[src/inc/fifo_map.svh]
// Constants of the 16x5 strobed first-in first-out buffer
`ifndef FIFO_MAP_SVH
`define FIFO_MAP_SVH
`define FIFO_DEPTH        16
`define FIFO_WIDTH        5
`define FIFO_ALMOST_FULL  15
`define FIFO_ALMOST_EMPTY 2
`define FIFO_SYNC_STAGES  3
`define INT_STATUS_ADDR   12'h000
`define INT_MASK_ADDR     12'h004
`define FILL_LEVEL_ADDR   12'h008
`define INT_EV_FULL       0
`define INT_EV_EMPTY      1
`define INT_EV_OVERFLOW   2
`define INT_EV_UNDERFLOW  3
`define INT_EV_WIDTH      4
`define INT_MASK_RESET    4'h0
`endif

[src/inc/fifo_pkg.sv]
// Types of the 16x5 strobed first-in first-out buffer
package fifo_pkg;
    typedef logic [3:0] fifo_ev_t;
endpackage

[src/fifo_edge_sync.sv]
// Three-stage synchroniser with rising-edge detection for one strobe pin
`timescale 1ns/1ps
module fifo_edge_sync (
    // Clock and reset
    input  wire logic pclk,
    input  wire logic presetn,
    // Pin side
    input  wire logic pin,
    // Clock domain side
    output logic      rise
);
    logic       meta_ff;
    logic       nxt_meta;
    logic [1:0] pair_ff;
    logic [1:0] nxt_pair;
    logic       level_ff;
    logic       nxt_level;

    always_comb begin
        nxt_meta  = pin;
        nxt_pair  = {pair_ff[0], meta_ff};
        nxt_level = level_ff;
        // A change counts only once stages two and three agree
        if (pair_ff[0] == pair_ff[1]) begin
            nxt_level = pair_ff[1];
        end
    end

    always_ff @(posedge pclk or negedge presetn) begin
        if (!presetn) begin
            meta_ff  <= 1'b0;
            pair_ff  <= 2'h0;
            level_ff <= 1'b0;
        end else begin
            meta_ff  <= nxt_meta;
            pair_ff  <= nxt_pair;
            level_ff <= nxt_level;
        end
    end

    assign rise = nxt_level & ~level_ff;
endmodule

[src/fifo_16x5.sv]
// Sixteen by five strobed first-in first-out buffer with flags and APB status
//
// The register addresses and register access over APB are this design's own decisions.
`timescale 1ns/1ps
`include "fifo_map.svh"
module fifo_16x5 #(
    parameter int DEPTH = `FIFO_DEPTH,
    parameter int WIDTH = `FIFO_WIDTH
) (
    // Clock and reset
    input  wire logic              pclk,
    input  wire logic              presetn,
    // Write side
    input  wire logic              load_strobe,
    input  wire logic [WIDTH-1:0]  data_in,
    // Read side
    input  wire logic              unload_strobe,
    input  wire logic              out_enable,
    output logic      [WIDTH-1:0]  data_out,
    output logic      [WIDTH-1:0]  data_out_oe,
    // Status flags, active low
    output logic                   full_n,
    output logic                   almost_full_n,
    output logic                   empty_n,
    output logic                   almost_empty_n,
    // APB slave
    input  wire logic              psel,
    input  wire logic              penable,
    input  wire logic              pwrite,
    input  wire logic [11:0]       paddr,
    input  wire logic [31:0]       pwdata,
    output logic      [31:0]       prdata,
    output logic                   pready,
    output logic                   pslverr,
    // Interrupt
    output logic                   irq
);
    localparam int PW = $clog2(DEPTH);
    localparam int CW = PW + 1;
    localparam logic [CW-1:0] CNT_FULL   = CW'(DEPTH);
    localparam logic [CW-1:0] CNT_AFULL  = CW'(`FIFO_ALMOST_FULL);
    localparam logic [CW-1:0] CNT_AEMPTY = CW'(`FIFO_ALMOST_EMPTY);

    logic             load_rise;
    logic             unload_rise;
    logic [WIDTH-1:0] mem_ff [DEPTH];
    logic [WIDTH-1:0] nxt_mem [DEPTH];
    logic [PW-1:0]    wr_ptr_ff;
    logic [PW-1:0]    nxt_wr_ptr;
    logic [PW-1:0]    rd_ptr_ff;
    logic [PW-1:0]    nxt_rd_ptr;
    logic [CW-1:0]    word_count_ff;
    logic [CW-1:0]    nxt_word_count;
    logic [WIDTH-1:0] head_ff;
    logic [WIDTH-1:0] nxt_head;
    logic             wr_ok;
    logic             rd_ok;
    logic             is_full;
    logic             is_empty;

    fifo_edge_sync u_load_sync (
        .pclk    (pclk),
        .presetn (presetn),
        .pin     (load_strobe),
        .rise    (load_rise)
    );

    fifo_edge_sync u_unload_sync (
        .pclk    (pclk),
        .presetn (presetn),
        .pin     (unload_strobe),
        .rise    (unload_rise)
    );

    assign is_full  = (word_count_ff == CNT_FULL);
    assign is_empty = (word_count_ff == '0);
    assign wr_ok    = load_rise & ~is_full;
    assign rd_ok    = unload_rise & ~is_empty;

    // Storage, one generate entry per word
    for (genvar i = 0; i < DEPTH; i++) begin : g_mem
        always_comb begin
            nxt_mem[i] = mem_ff[i];
            if (wr_ok && (wr_ptr_ff == PW'(i))) begin
                nxt_mem[i] = data_in;
            end
        end
        // Storage has no reset, like the array it models
        always_ff @(posedge pclk) begin
            mem_ff[i] <= nxt_mem[i];
        end
    end

    always_comb begin
        nxt_wr_ptr     = wr_ptr_ff;
        nxt_rd_ptr     = rd_ptr_ff;
        nxt_word_count = word_count_ff;
        if (wr_ok) begin
            nxt_wr_ptr = wr_ptr_ff + PW'(1);
        end
        if (rd_ok) begin
            nxt_rd_ptr = rd_ptr_ff + PW'(1);
        end
        if (wr_ok && !rd_ok) begin
            nxt_word_count = word_count_ff + CW'(1);
        end else if (rd_ok && !wr_ok) begin
            nxt_word_count = word_count_ff - CW'(1);
        end
    end

    always_ff @(posedge pclk or negedge presetn) begin
        if (!presetn) begin
            wr_ptr_ff     <= '0;
            rd_ptr_ff     <= '0;
            word_count_ff <= '0;
        end else begin
            wr_ptr_ff     <= nxt_wr_ptr;
            rd_ptr_ff     <= nxt_rd_ptr;
            word_count_ff <= nxt_word_count;
        end
    end

    // Fall-through head: a write into an empty buffer (or one being drained to empty) goes straight out
    always_comb begin
        nxt_head = head_ff;
        if (wr_ok && (is_empty || (rd_ok && word_count_ff == CW'(1)))) begin
            nxt_head = data_in;
        end else if (rd_ok) begin
            nxt_head = mem_ff[rd_ptr_ff + PW'(1)];
        end else if (wr_ok && word_count_ff == '0) begin
            nxt_head = data_in;
        end
    end

    // Not reset: head keeps its value through reset
    always_ff @(posedge pclk) begin
        head_ff <= nxt_head;
    end

    assign data_out    = head_ff;
    assign data_out_oe = {WIDTH{out_enable}};

    // Flags come from count only, out_enable never enters them
    logic flags_ff;
    logic [3:0] flag_ff;
    logic [3:0] nxt_flag;
    always_comb begin
        nxt_flag[0] = ~(nxt_word_count == CNT_FULL);
        nxt_flag[1] = ~(nxt_word_count == CNT_AFULL);
        nxt_flag[2] = ~(nxt_word_count == '0);
        nxt_flag[3] = ~(nxt_word_count == CNT_AEMPTY);
    end
    always_ff @(posedge pclk or negedge presetn) begin
        if (!presetn) begin
            flag_ff  <= 4'hB;
            flags_ff <= 1'b0;
        end else begin
            flag_ff  <= nxt_flag;
            flags_ff <= 1'b1;
        end
    end
    assign full_n         = flag_ff[0];
    assign almost_full_n  = flag_ff[1];
    assign empty_n        = flag_ff[2];
    assign almost_empty_n = flag_ff[3];

    // APB status, mask and fill level
    fifo_pkg::fifo_ev_t status_ff;
    fifo_pkg::fifo_ev_t nxt_status;
    fifo_pkg::fifo_ev_t mask_ff;
    fifo_pkg::fifo_ev_t nxt_mask;
    fifo_pkg::fifo_ev_t events;
    logic [31:0]        nxt_prdata;
    logic [31:0]        prdata_ff;
    logic               wr_acc;
    logic               rd_acc;
    logic               hit;

    assign wr_acc = psel & penable & pwrite;
    assign rd_acc = psel & ~penable & ~pwrite;
    assign hit    = (paddr == `INT_STATUS_ADDR) || (paddr == `INT_MASK_ADDR) || (paddr == `FILL_LEVEL_ADDR);

    always_comb begin
        events = '0;
        events[`INT_EV_FULL]      = wr_ok && (word_count_ff == CNT_FULL - CW'(1)) && !rd_ok;
        events[`INT_EV_EMPTY]     = rd_ok && (word_count_ff == CW'(1)) && !wr_ok;
        events[`INT_EV_OVERFLOW]  = load_rise & is_full;
        events[`INT_EV_UNDERFLOW] = unload_rise & is_empty;
        nxt_status = status_ff;
        nxt_mask   = mask_ff;
        if (wr_acc && paddr == `INT_STATUS_ADDR) begin
            nxt_status = status_ff & ~pwdata[`INT_EV_WIDTH-1:0];
        end
        if (wr_acc && paddr == `INT_MASK_ADDR) begin
            nxt_mask = pwdata[`INT_EV_WIDTH-1:0];
        end
        // Set wins over a clear in the same cycle
        nxt_status = nxt_status | events;
        nxt_prdata = prdata_ff;
        if (rd_acc) begin
            nxt_prdata = '0;
            case (paddr)
                `INT_STATUS_ADDR: nxt_prdata[`INT_EV_WIDTH-1:0] = status_ff;
                `INT_MASK_ADDR:   nxt_prdata[`INT_EV_WIDTH-1:0] = mask_ff;
                `FILL_LEVEL_ADDR: nxt_prdata[CW-1:0] = word_count_ff;
                default:          nxt_prdata = '0;
            endcase
        end
    end

    always_ff @(posedge pclk or negedge presetn) begin
        if (!presetn) begin
            status_ff <= '0;
            mask_ff   <= `INT_MASK_RESET;
            prdata_ff <= '0;
        end else begin
            status_ff <= nxt_status;
            mask_ff   <= nxt_mask;
            prdata_ff <= nxt_prdata;
        end
    end

    assign prdata  = prdata_ff;
    assign pready  = 1'b1;
    assign pslverr = psel & penable & ~hit;
    assign irq     = |(status_ff & mask_ff);

    // Checks
    // Flags are registered from the next count, so they line up with the count register
    full_flag_a: assert property (@(posedge pclk) disable iff (!presetn)
        flags_ff |-> (full_n == (word_count_ff != CNT_FULL))
    ) else $error("full flag wrong");

    full_level_a: assert property (@(posedge pclk) disable iff (!presetn)
        (word_count_ff == CNT_FULL) |-> !full_n
    ) else $error("full flag not low at sixteen");

    afull_level_a: assert property (@(posedge pclk) disable iff (!presetn)
        (almost_full_n == (word_count_ff != CNT_AFULL))
    ) else $error("almost full flag wrong");

    empty_level_a: assert property (@(posedge pclk) disable iff (!presetn)
        (empty_n == (word_count_ff != '0))
    ) else $error("empty flag wrong");

    aempty_level_a: assert property (@(posedge pclk) disable iff (!presetn)
        (almost_empty_n == (word_count_ff != CNT_AEMPTY))
    ) else $error("almost empty flag wrong");

    no_overfill_a: assert property (@(posedge pclk) disable iff (!presetn)
        is_full && load_rise && !unload_rise |=> (word_count_ff == CNT_FULL) && $stable(wr_ptr_ff)
    ) else $error("write accepted while full");

    no_underread_a: assert property (@(posedge pclk) disable iff (!presetn)
        is_empty && unload_rise |=> $stable(rd_ptr_ff)
    ) else $error("read advanced while empty");

    count_step_a: assert property (@(posedge pclk) disable iff (!presetn)
        wr_ok && !rd_ok |=> word_count_ff == $past(word_count_ff) + CW'(1)
    ) else $error("count did not rise");

    fall_through_a: assert property (@(posedge pclk) disable iff (!presetn)
        is_empty && wr_ok |=> (data_out == $past(data_in)) && empty_n
    ) else $error("first word not presented");

    oe_follow_a: assert property (@(posedge pclk) disable iff (!presetn)
        data_out_oe == {WIDTH{out_enable}}
    ) else $error("output enable wrong");

    count_fall_a: assert property (@(posedge pclk) disable iff (!presetn)
        rd_ok && !wr_ok |=> word_count_ff == $past(word_count_ff) - CW'(1)
    ) else $error("count did not fall");

    count_hold_a: assert property (@(posedge pclk) disable iff (!presetn)
        rd_ok && wr_ok |=> $stable(word_count_ff)
    ) else $error("count moved on a paired write and read");

    // Toggling the drivers alone must never disturb a flag
    oe_no_flags_a: assert property (@(posedge pclk) disable iff (!presetn)
        $changed(out_enable) && !load_rise && !unload_rise |=> $stable({full_n, almost_full_n, empty_n, almost_empty_n})
    ) else $error("flags moved with output enable");

    // The reader may leave the head word in place while writes go on behind it
    head_hold_a: assert property (@(posedge pclk) disable iff (!presetn)
        !is_empty && !rd_ok |=> $stable(data_out)
    ) else $error("head word changed without an unload");

    full_stays_a: assert property (@(posedge pclk) disable iff (!presetn)
        is_full && !unload_rise |=> is_full
    ) else $error("full buffer left full without an unload");

    empty_stays_a: assert property (@(posedge pclk) disable iff (!presetn)
        is_empty && !load_rise |=> is_empty
    ) else $error("empty buffer filled without a load");

    count_bound_a: assert property (@(posedge pclk) disable iff (!presetn)
        word_count_ff <= CNT_FULL
    ) else $error("count above depth");

    // Pointer distance and count are kept separately; they must never drift apart
    ptr_gap_a: assert property (@(posedge pclk) disable iff (!presetn)
        (wr_ptr_ff - rd_ptr_ff) == word_count_ff[PW-1:0]
    ) else $error("pointer distance differs from count");

    // A sticky event must be visible the cycle after it fires, even under a clear
    status_set_a: assert property (@(posedge pclk) disable iff (!presetn)
        events != '0 |=> (status_ff & $past(events)) == $past(events)
    ) else $error("status event lost");

    apb_ready_a: assert property (@(posedge pclk) disable iff (!presetn)
        psel && penable |-> pready
    ) else $error("access phase not answered");
endmodule

[config.mk]
export PLATFORM = sky130hd
export DESIGN_NAME = fifo_16x5
export DESIGN_NICKNAME = d
export VERILOG_FILES = /design/src/inc/fifo_pkg.sv /design/src/fifo_edge_sync.sv /design/src/fifo_16x5.sv
export VERILOG_INCLUDE_DIRS = /design/src /design/src/inc
export SDC_FILE = /design/constraint.sdc
export NUM_CORES = 1
export LEC_CHECK = 0
export BUFFER_PORTS_ARGS = -buffer_cell sky130_fd_sc_hd__buf_2
export CAP_MARGIN = 20
export CORE_MARGIN = 2
export CORE_UTILIZATION = 52
export CTS_BUF_LIST = sky130_fd_sc_hd__clkbuf_8
export DETAILED_ROUTE_END_ITERATION = 7
export HOLD_SLACK_MARGIN = 0.05
export PLACE_DENSITY = 0.86
export SLEW_MARGIN = 5
export SYNTH_ARGS = -nofsm -noshare
export SYNTH_HDL_FRONTEND = slang
export SYNTH_HIERARCHICAL = 1
export SYNTH_SLANG_ARGS = --single-unit
export TNS_END_PERCENT = 100
[constraint.sdc]
create_clock -name pclk -period 2.6 [get_ports pclk]
set_input_delay 0.13 -clock pclk [delete_from_list [all_inputs] [get_ports pclk]]
set_output_delay 0.13 -clock pclk [all_outputs]
set_load 0.01 [all_outputs]
==> results.toml, run 1 <==
[clock_network]
cts_buffers = 17
cts_setup_buffers = 0
cts_buffer_depth = 2
ctsResizeCount = 0
cts_tree = "built"
cts_root_buf = "clkbuf_8"
clk_pin_slew_worst_paths_ns = 0.07
cts.hold.buffers_added = 10
h-tree-depth = 4
clk_latency_ns = 0.45
clock_sinks = 123

[synth]
syn_avg_cell_area_um2 = 14.27
synth_warnings = 6
async_reset_ff_frac = 0.3089
syn_inst = 393
ys_seq_area_frac = 0.6253
ys_types = 58
synth_edf_count = 85
syn_area_um2 = 5609
synthFlopType = "edfxtp_1"
synth-seq-cells = 123

[timing]
drv_slew = 0
fin_setup_tns_ns = 0
finClkSkew_ns = 0.01462
worst_slew_pin_slew_ns = 0.9154
max_freq_mhz = 422.4
rsz0062_at_grt = "no"
period_share = 0.9106
fin_crit_ns = 2.368
hold_viol = 0
slew_headroom = 0.3817
setup_viol = 0

[worst_setup_path]
startpoint_type = "flip-flop"
worstReg2RegEnd = "flag_ff[1]"
r2r_start = "word_count_ff[1]"
required_ns = 2.95
r2r_cells = 7
r2r_slack_ns = 0.23
crit_type = "reg -> reg"
crit_arrival_ns = 2.72
crit_fanout = 9
endpoint_kind = "flip-flop"

[global_route]
grt_max_degree = 39
grt_first_pass_wirelength_um = 18110
grt-ovfl-total = 0
antenna_found_initial = 0
track_usage = 0.2131
grt_pass1_vias = 3535

[pwr]
power_mw = 6.401
leakage_nw = 2.529
powerDensity_nw_per_um2 = 983.9
peakVddDrop_mv = 0.5718

[layout]
nFillCells = 715
drive_above_1_share = 0.2957
regArea_um2 = 3507
fin_nets = 541
syn_to_final_growth_pct = 15.99
num_antenna_cells = 0
multi_input_area_um2 = 1793

[floorplanning]
die_y_um = 107.9
rows = 37
core_um2 = 10420
ios = 106
die_x_um = 107.9
die_area_um2 = 11630
initial_core_util = 0.5385

[run]
maxCapViolCount = 0

[worst_hold_path]
holdPathStages = 1
min_to = "mem_ff[14][1]"
hp-start = "data_in[1]"
holdCritPathClass = "in -> reg"

[route]
ant_nets = 0
wl_per_cell_um = 18.31
drc_errors = 0
drt_pass1_iterations = 5
avgViaCountPerCell = 5.701
wl_um = 11410
detailroute.via_count = 3552
drt-initial-drc-count = 284

[place]
hpwl_um = 7464
place_congestion = 0.8297
numPortBuffers = 43

[status]
outcome = "finished clean"
[cell usage in the layout (no fill, tap or decap), drive strengths merged, types with 7 or more instances in the layout]
master	Yosys	routed
a221oi	7	7
dlygate4sd3	0	10
xnor2	9	9
dfrtp	35	35
nor3	9	9
mux4	20	20
nand2	27	27
clkbuf	5	17
o21ai	8	8
nor2	27	27
a21oi	7	7
a22o	7	7
conb	2	28
inv	22	25
edfxtp	85	85
buf	41	72
ha	10	10
[logic make-up after synthesis]
group / after synthesis / share of synthesized area
DFF: 123 / 0.6253
and+or+nand+nor: 95 / 0.08521
buffers and inverters: 68 / 0.07249
AOI/OAI and AO/OA: 56 / 0.07986
muxes: 28 / 0.09547
adders and majority gates: 12 / 0.02632
xor gates and xnor gates: 9 / 0.01405
other: 2 / 0.001339
[power breakdown]
part	switching (mW)	total, mW	internal [mW]
sequential	0.197	2.49	2.30
clock	0.765	1.71	0.945
combinational	1.18	2.20	1.02
total	2.14	6.40	4.26
[per-layer routing]
metal,GRT usage,part of all wire,vias to the layer above
li1,-,-,1581
met4,0.1007,0.029,0
met2,0.3432,0.50,194
met3,0.06719,0.074,32
met1,0.2622,0.40,1745
met5,0,0,-
[cells in the mapped netlist (4+ instances only)]
master	number	share of area
edfxtp_1	85	0.46
dfrtp_1	35	0.16
buf_4	33	0.044
nand2_1	27	0.018
nor2_1	27	0.018
inv_1	22	0.015
mux4_2	20	0.080
ha_1	10	0.022
nor3_1	9	0.0080
xnor2_1	9	0.014
o21ai_0	8	0.0071
a21oi_1	7	0.0062
a221oi_1	6	0.0094
a22o_1	6	0.0094
o22ai_1	6	0.0067
nand4_1	5	0.0056
clkbuf_1	4	0.0027
mux2_2	4	0.0080
mux2i_1	4	0.0071
nand2b_1	4	0.0045
nor2b_1	4	0.0045
[stage by stage]
| step | hold slack [ns] | setup WS [ns] | cell area [um2] | util | std cells |
|---|---|---|---|---|---|
| after detailed placement | 0.2394 | 0.2768 | 5998 | 0.5759 | 581 |
| after floorplan | -0.1656 | 0.1420 | 5707 | - | 419 |
| final | 0.09129 | 0.2324 | 6506 | 0.6246 | 623 |
| after CTS | 0.05505 | 0.2679 | 6506 | 0.6246 | 623 |
| after global placement | 0.2477 | 0.3541 | 5998 | 0.5759 | 581 |
| after global routing | 0.08351 | 0.1381 | 6506 | 0.6246 | 623 |
[final cells by class]
type                            count  share of cell area
Clock inverter                     15             0.02673
Inverter                           22             0.01269
Timing Repair Buffer               82             0.08385
Tap cell                          136             0.02615
Multi-Input combinational cell    228              0.2756
Sequential cell                   123              0.5390
Clock buffer                       17             0.03596
[worst max path at each step]
stage / from / endpoint / slack [ns]
3_5_place_dp: word_count_ff[1] / flag_ff[2] / 0.28
6_report: word_count_ff[1] / flag_ff[1] / 0.23
3_3_place_gp: word_count_ff[1] / flag_ff[2] / 0.35
5_1_grt: word_count_ff[1] / flag_ff[1] / 0.14
4_1_cts: word_count_ff[1] / flag_ff[2] / 0.27
2_1_floorplan: word_count_ff[0] / mem_ff[3][0] / 0.14
[registers in the layout, summed over array words and instances, names as in the netlist, 4 cells and up]
register and flops:
rd_ptr_ff 4, prdata 5, status_ff 4, wr_ptr_ff 4, word_count_ff 5, data_out 5
flag_ff 4, mem_ff 80, mask_ff 4
[worst max-delay path, cell delays in order, from the launching register on]
cell and delay [ns]:
dfrtp_1 0.38, inv_1 0.11, ha_1 0.17, or4b_4 0.51, a211oi_4 0.49, a22oi_1 0.25
a211oi_2 0.25, o2111ai_1 0.12
Note: power is estimated with default switching activity, not from simulation.
==> run 2, diff against run 1 <==
GPL_TIMING_DRIVEN = 0   (was not set)
==> run 2 against run 1 <==
Net effect:
- the run now ends with setup timing left
- final cell count up 3.9%
- clock-buffer cell count unchanged
- design area increased by 3.9%
- global-route usage up 0.88 points
- sequential power about the same
- setup slack got worse by 0.27 ns
- via count up 6.9%
- worst hold slack got worse by 0.010 ns
- first-iteration DRC count rose by 47%
- critical endpoint is now data_out[0]
==> results.toml, run 2 (same netlist as run 1, synthesis figures left out) <==
[global_route]
grt_pass1_vias = 3678
use_met1 = 0.2690
track_usage = 0.2219
grt_first_pass_wirelength_um = 18810
antenna_found_initial = 0
use_met3 = 0.05508
met2_usage = 0.3607
grt_busiest_layer = "met2"
grt-ovfl-total = 0
grt_max_degree = 39

[layout]
nFillCells = 715
largest-register = "mem_ff"
num_antenna_cells = 0
final_common_cell = "edfxtp_1"
syn_to_final_growth_pct = 20.50
final_cell_mix = "edfxtp_1, buf_2, buf_4, dfrtp_1, conb_1"
largest_reg_flops = 80
final_cells = 647
drive_above_1_share = 0.3601
fin_nets = 565

[route]
detailroute.via_count = 3798
wl_per_cell_um = 19.97
drc_errors = 0
drt-initial-drc-count = 418
wl_um = 12920
avgViaCountPerCell = 5.870
ant_nets = 0
drt_pass1_iterations = 5

[timing]
hold_viol = 0
max_freq_mhz = 378.7
timing.final.ws_setup_ns = -0.04058
finClkSkew_ns = 0.01323
worst_slew_pin_slew_ns = 0.9116
setup_viol = 2
slew_headroom = 0.3858
drv_slew = 0
worst_hold_slack_ns = 0.08106
fin_crit_ns = 2.641
period_share = 1.016
fin_setup_tns_ns = -0.05463

[clock_network]
clk_latency_ns = 0.45
cts_buffer_depth = 2
cts_buffers = 17
cts_root_buf = "clkbuf_8"
clk_pin_slew_worst_paths_ns = 0.08
clock_sinks = 123
cts_tree = "built"
h-tree-depth = 4

[worst_setup_path]
crit_buf_inv = 1
slowest_delay_ns = 0.55
path_delay_family = "buffers and inverters"
crit_path_top_delay_cell = "clkbuf_1"
crit_arrival_ns = 2.81
crit_type = "reg -> reg"
r2r_slack_ns = -0.04
endpoint_kind = "flip-flop"
crit_fanout = 10
startpoint_type = "flip-flop"
required_ns = 2.77
worstPathCellList = "ha_1 > clkbuf_1 > mux4_2 > a221oi_1 > a21oi_1"

[status]
violations = "setup timing"
outcome = "finished with violations"

[pwr]
peakVddDrop_mv = 0.3719
powerDensity_nw_per_um2 = 970.9
power_mw = 6.563
leakage_nw = 2.637

[floorplanning]
ios = 106
die_x_um = 107.9
rows = 37
core_um2 = 10420
die_y_um = 107.9
initial_core_util = 0.5385
die_area_um2 = 11630

[place]
hpwl_um = 7483
numPortBuffers = 47
place_congestion = 0.8784
dp.cells = 602
dpl_worst_slack_ns = -0.5627

[worst_hold_path]
holdCritPathClass = "in -> reg"

[run]
maxCapViolCount = 0
[run 2: changes by cell type in the layout (fill, tap and decap cells not counted), sizes merged]
cell         previous run  this run
clkinv                  6         8
clkinvlp                3         1
dlygate4sd3            10        12
clkbuf                 17        22
buf                    72        89
[run 2: report_power, final]
group          internal [mW]  switching (mW)
logic                  0.971            1.39
registers               2.30           0.169
clock network          0.947           0.789
total                   4.22            2.34
[run 2: final timing paths]
kind,end,startpoint,cells after the start
min,mem_ff[12][1],data_in[1],1
min reg2reg,u_load_sync/pair_ff[0],u_load_sync/meta_ff,0
max in group asynchronous,word_count_ff[0],presetn,2
min in group asynchronous,word_count_ff[3],presetn,2
max,data_out[0],rd_ptr_ff[1],5
max reg2reg,data_out[0],rd_ptr_ff[1],5
[run 2: what timing repair did]
item | 4_1_cts | 5_1_grt
hold endpoints to repair | 46 | 0
gates resized for setup | 17 | 13
endpoints found under the setup margin | 89 | 92
pin swaps | 1 | 0
hold buffers | 12 | 0
buffers inserted | 1 | 0
[run 2: metal layers]
metal | vias up | routed length [um]
met5 | - | 0
met4 | 0 | 675
met3 | 67 | 1205
met2 | 286 | 6453
met1 | 1817 | 4588
li1 | 1628 | -
[run 2: cell type report]
class,count,area [um2],share of cell area
Multi-Input combinational cell,228,1903,0.2816
Timing Repair Buffer,60,362.8,0.05368
Clock buffer,17,234.0,0.03462
Clock inverter,15,172.7,0.02555
Sequential cell,123,3508,0.5191
Buffer,46,325.3,0.04813
Inverter,22,82.58,0.01222
Tap cell,136,170.2,0.02518
[run 2: stage by stage]
stage | cell area, um2 | utilization
finish | 6759 | 0.6489
global route | 6759 | 0.6489
CTS | 6706 | 0.6438
detailed placement | 6112 | 0.5868
global placement | 6112 | 0.5868
floorplan | 5707 | -
==> run 3, diff against run 2 <==
RECOVER_POWER = 100   (was not set)
==> run 3 against run 2 <==
Net effect:
- the run still ends with setup timing left
- design area decreased by 0.54%
- die area unchanged
- global-route usage unchanged
- combinational power about the same
- sequential cell count unchanged
- power decreased by 0.45%
- sequential power about the same
- largest cell class unchanged
- largest power group unchanged
==> results.toml, run 3 (same netlist as run 1, synthesis figures left out) <==
[place]
placed_cell_area_um2 = 6112
place_congestion = 0.8784
numPortBuffers = 47
hpwl_um = 7483
dpl_worst_slack_ns = -0.5627

[worst_hold_path]
holdPathStages = 3
min_to = "prdata[1]"
hp-start = "paddr[3]"
holdCritPathClass = "in -> reg"

[floorplanning]
die_y_um = 107.9
core_um2 = 10420
initial_core_util = 0.5385
die_x_um = 107.9
ios = 106
die_area_um2 = 11630
rows = 37

[worst_setup_path]
crit_arrival_ns = 2.79
r2r_slack_ns = -0.02
path_delay_family = "compound AO/OA/AOI/OAI gates"
required_ns = 2.77
r2r_cells = 5
slowest_delay_ns = 0.52
worstReg2RegEnd = "data_out[0]"
endpoint_kind = "flip-flop"
worstPathCellList = "ha_1 > clkbuf_1 > mux4_2 > a221oi_1 > a21oi_1"
crit_type = "reg -> reg"
crit_fanout = 10
r2r_start = "rd_ptr_ff[1]"
crit_path_top_delay_cell = "clkbuf_1"
startpoint_type = "flip-flop"
crit_buf_inv = 1

[clock_network]
cts_buffer_depth = 2
cts_buffers = 17
clk_pin_slew_worst_paths_ns = 0.08
clk_latency_ns = 0.45
cts_tree = "built"
cts_root_buf = "clkbuf_8"
clock_sinks = 123
h-tree-depth = 4

[timing]
setup_viol = 2
period_share = 1.006
drv_slew = 0
hold_viol = 0
slew_headroom = 0.3922
finClkSkew_ns = 0.01575
timing.final.ws_setup_ns = -0.01616
worst_hold_slack_ns = 0.1649
fin_crit_ns = 2.616
worst_slew_pin_slew_ns = 0.9022
fin_setup_tns_ns = -0.01919
max_freq_mhz = 382.2

[layout]
num_antenna_cells = 0
largest_reg_flops = 80
nFillCells = 727
syn_to_final_growth_pct = 19.85
drive_above_1_share = 0.3053
largest-register = "mem_ff"
final_cell_mix = "edfxtp_1, buf_4, dfrtp_1"
fin_nets = 565
final_common_cell = "edfxtp_1"
finalInstanceArea_um2 = 6723
final_core_util = 0.6454

[route]
detailroute.via_count = 3782
avgViaCountPerCell = 5.845
ant_nets = 0
wl_um = 12840
drt-initial-drc-count = 424
drc_errors = 0
wl_per_cell_um = 19.85
drt_pass1_iterations = 6

[global_route]
grt_pass1_vias = 3678
grt_max_degree = 39
grt-ovfl-total = 0
track_usage = 0.2219
antenna_found_initial = 0
grt_first_pass_wirelength_um = 18810

[pwr]
peakVddDrop_mv = 0.3699
leakage_nw = 2.561
powerDensity_nw_per_um2 = 971.8

[status]
outcome = "finished with violations"
violations = "setup timing"

[run]
maxCapViolCount = 0
[run 3: changes by cell type in the layout (fill, tap and decap cells not counted)]
| cell | before | now |
|---|---|---|
| nand2_2 | 1 | 0 |
| nand2_1 | 26 | 27 |
| maj3_2 | 2 | 0 |
| maj3_1 | 0 | 2 |
| buf_2 | 50 | 25 |
| clkbuf_1 | 3 | 28 |
[run 3: tightest hold or removal path: cells and delay by family]
family                 cells  cell delay (ns)
AO/OA/AOI/OAI              2             0.30
buffers and inverters      1             0.14
[run 3: stage by stage]
| step | cells | power [mW] |
|---|---|---|
| 2_1_floorplan | 419 | 4.045 |
| 3_3_place_gp | 602 | 4.483 |
| 3_5_place_dp | 602 | 4.577 |
| 4_1_cts | 647 | 6.406 |
| 5_1_grt | 647 | 6.804 |
| 6_report | 647 | 6.533 |
[run 3: metal layers]
metal / vias up / share of wire / track usage
met4: 0 / 0.055 / 0.1300
met1: 1777 / 0.36 / 0.2690
met5: - / 0 / 0
met3: 61 / 0.094 / 0.05508
li1: 1629 / - / -
met2: 315 / 0.49 / 0.3607
[run 3: cell type report]
cell class	count	area (um2)	area share
Tap cell	136	170.2	0.02531
Clock inverter	15	172.7	0.02568
Clock buffer	17	234.0	0.03480
Inverter	22	82.58	0.01228
Multi-Input combinational cell	228	1898	0.2823
Timing Repair Buffer	60	331.6	0.04932
Buffer	46	325.3	0.04839
Sequential cell	123	3508	0.5219
[run 3: where the power goes]
| group | total, mW | leakage, nW | internal [mW] | switching [mW] |
|---|---|---|---|---|
| clock network | 1.73 | 0.206 | 0.947 | 0.782 |
| logic | 2.33 | 1.12 | 0.960 | 1.38 |
| registers | 2.47 | 1.23 | 2.30 | 0.169 |
[run 3: what timing repair did]
action,in CTS,in global routing
buffers inserted,1,0
cloned,0,0
endpoints found under the hold margin,46,0
setup endpoints to repair,89,92
resized for setup,17,13
hold buffers,12,0
pin swaps,1,0
[run 3: worst max path at each step]
stage	start	endpoint	slack, ns	cells past startpoint
detailed placement	word_count_ff[0]	mem_ff[3][1]	-0.56	6
finish	rd_ptr_ff[1]	data_out[0]	-0.02	5
CTS	word_count_ff[0]	mem_ff[10][4]	-0.03	6
global route	word_count_ff[0]	flag_ff[2]	-0.1	8
floorplan	word_count_ff[0]	mem_ff[3][0]	0.14	6
global placement	word_count_ff[0]	mem_ff[3][1]	-0.42	6
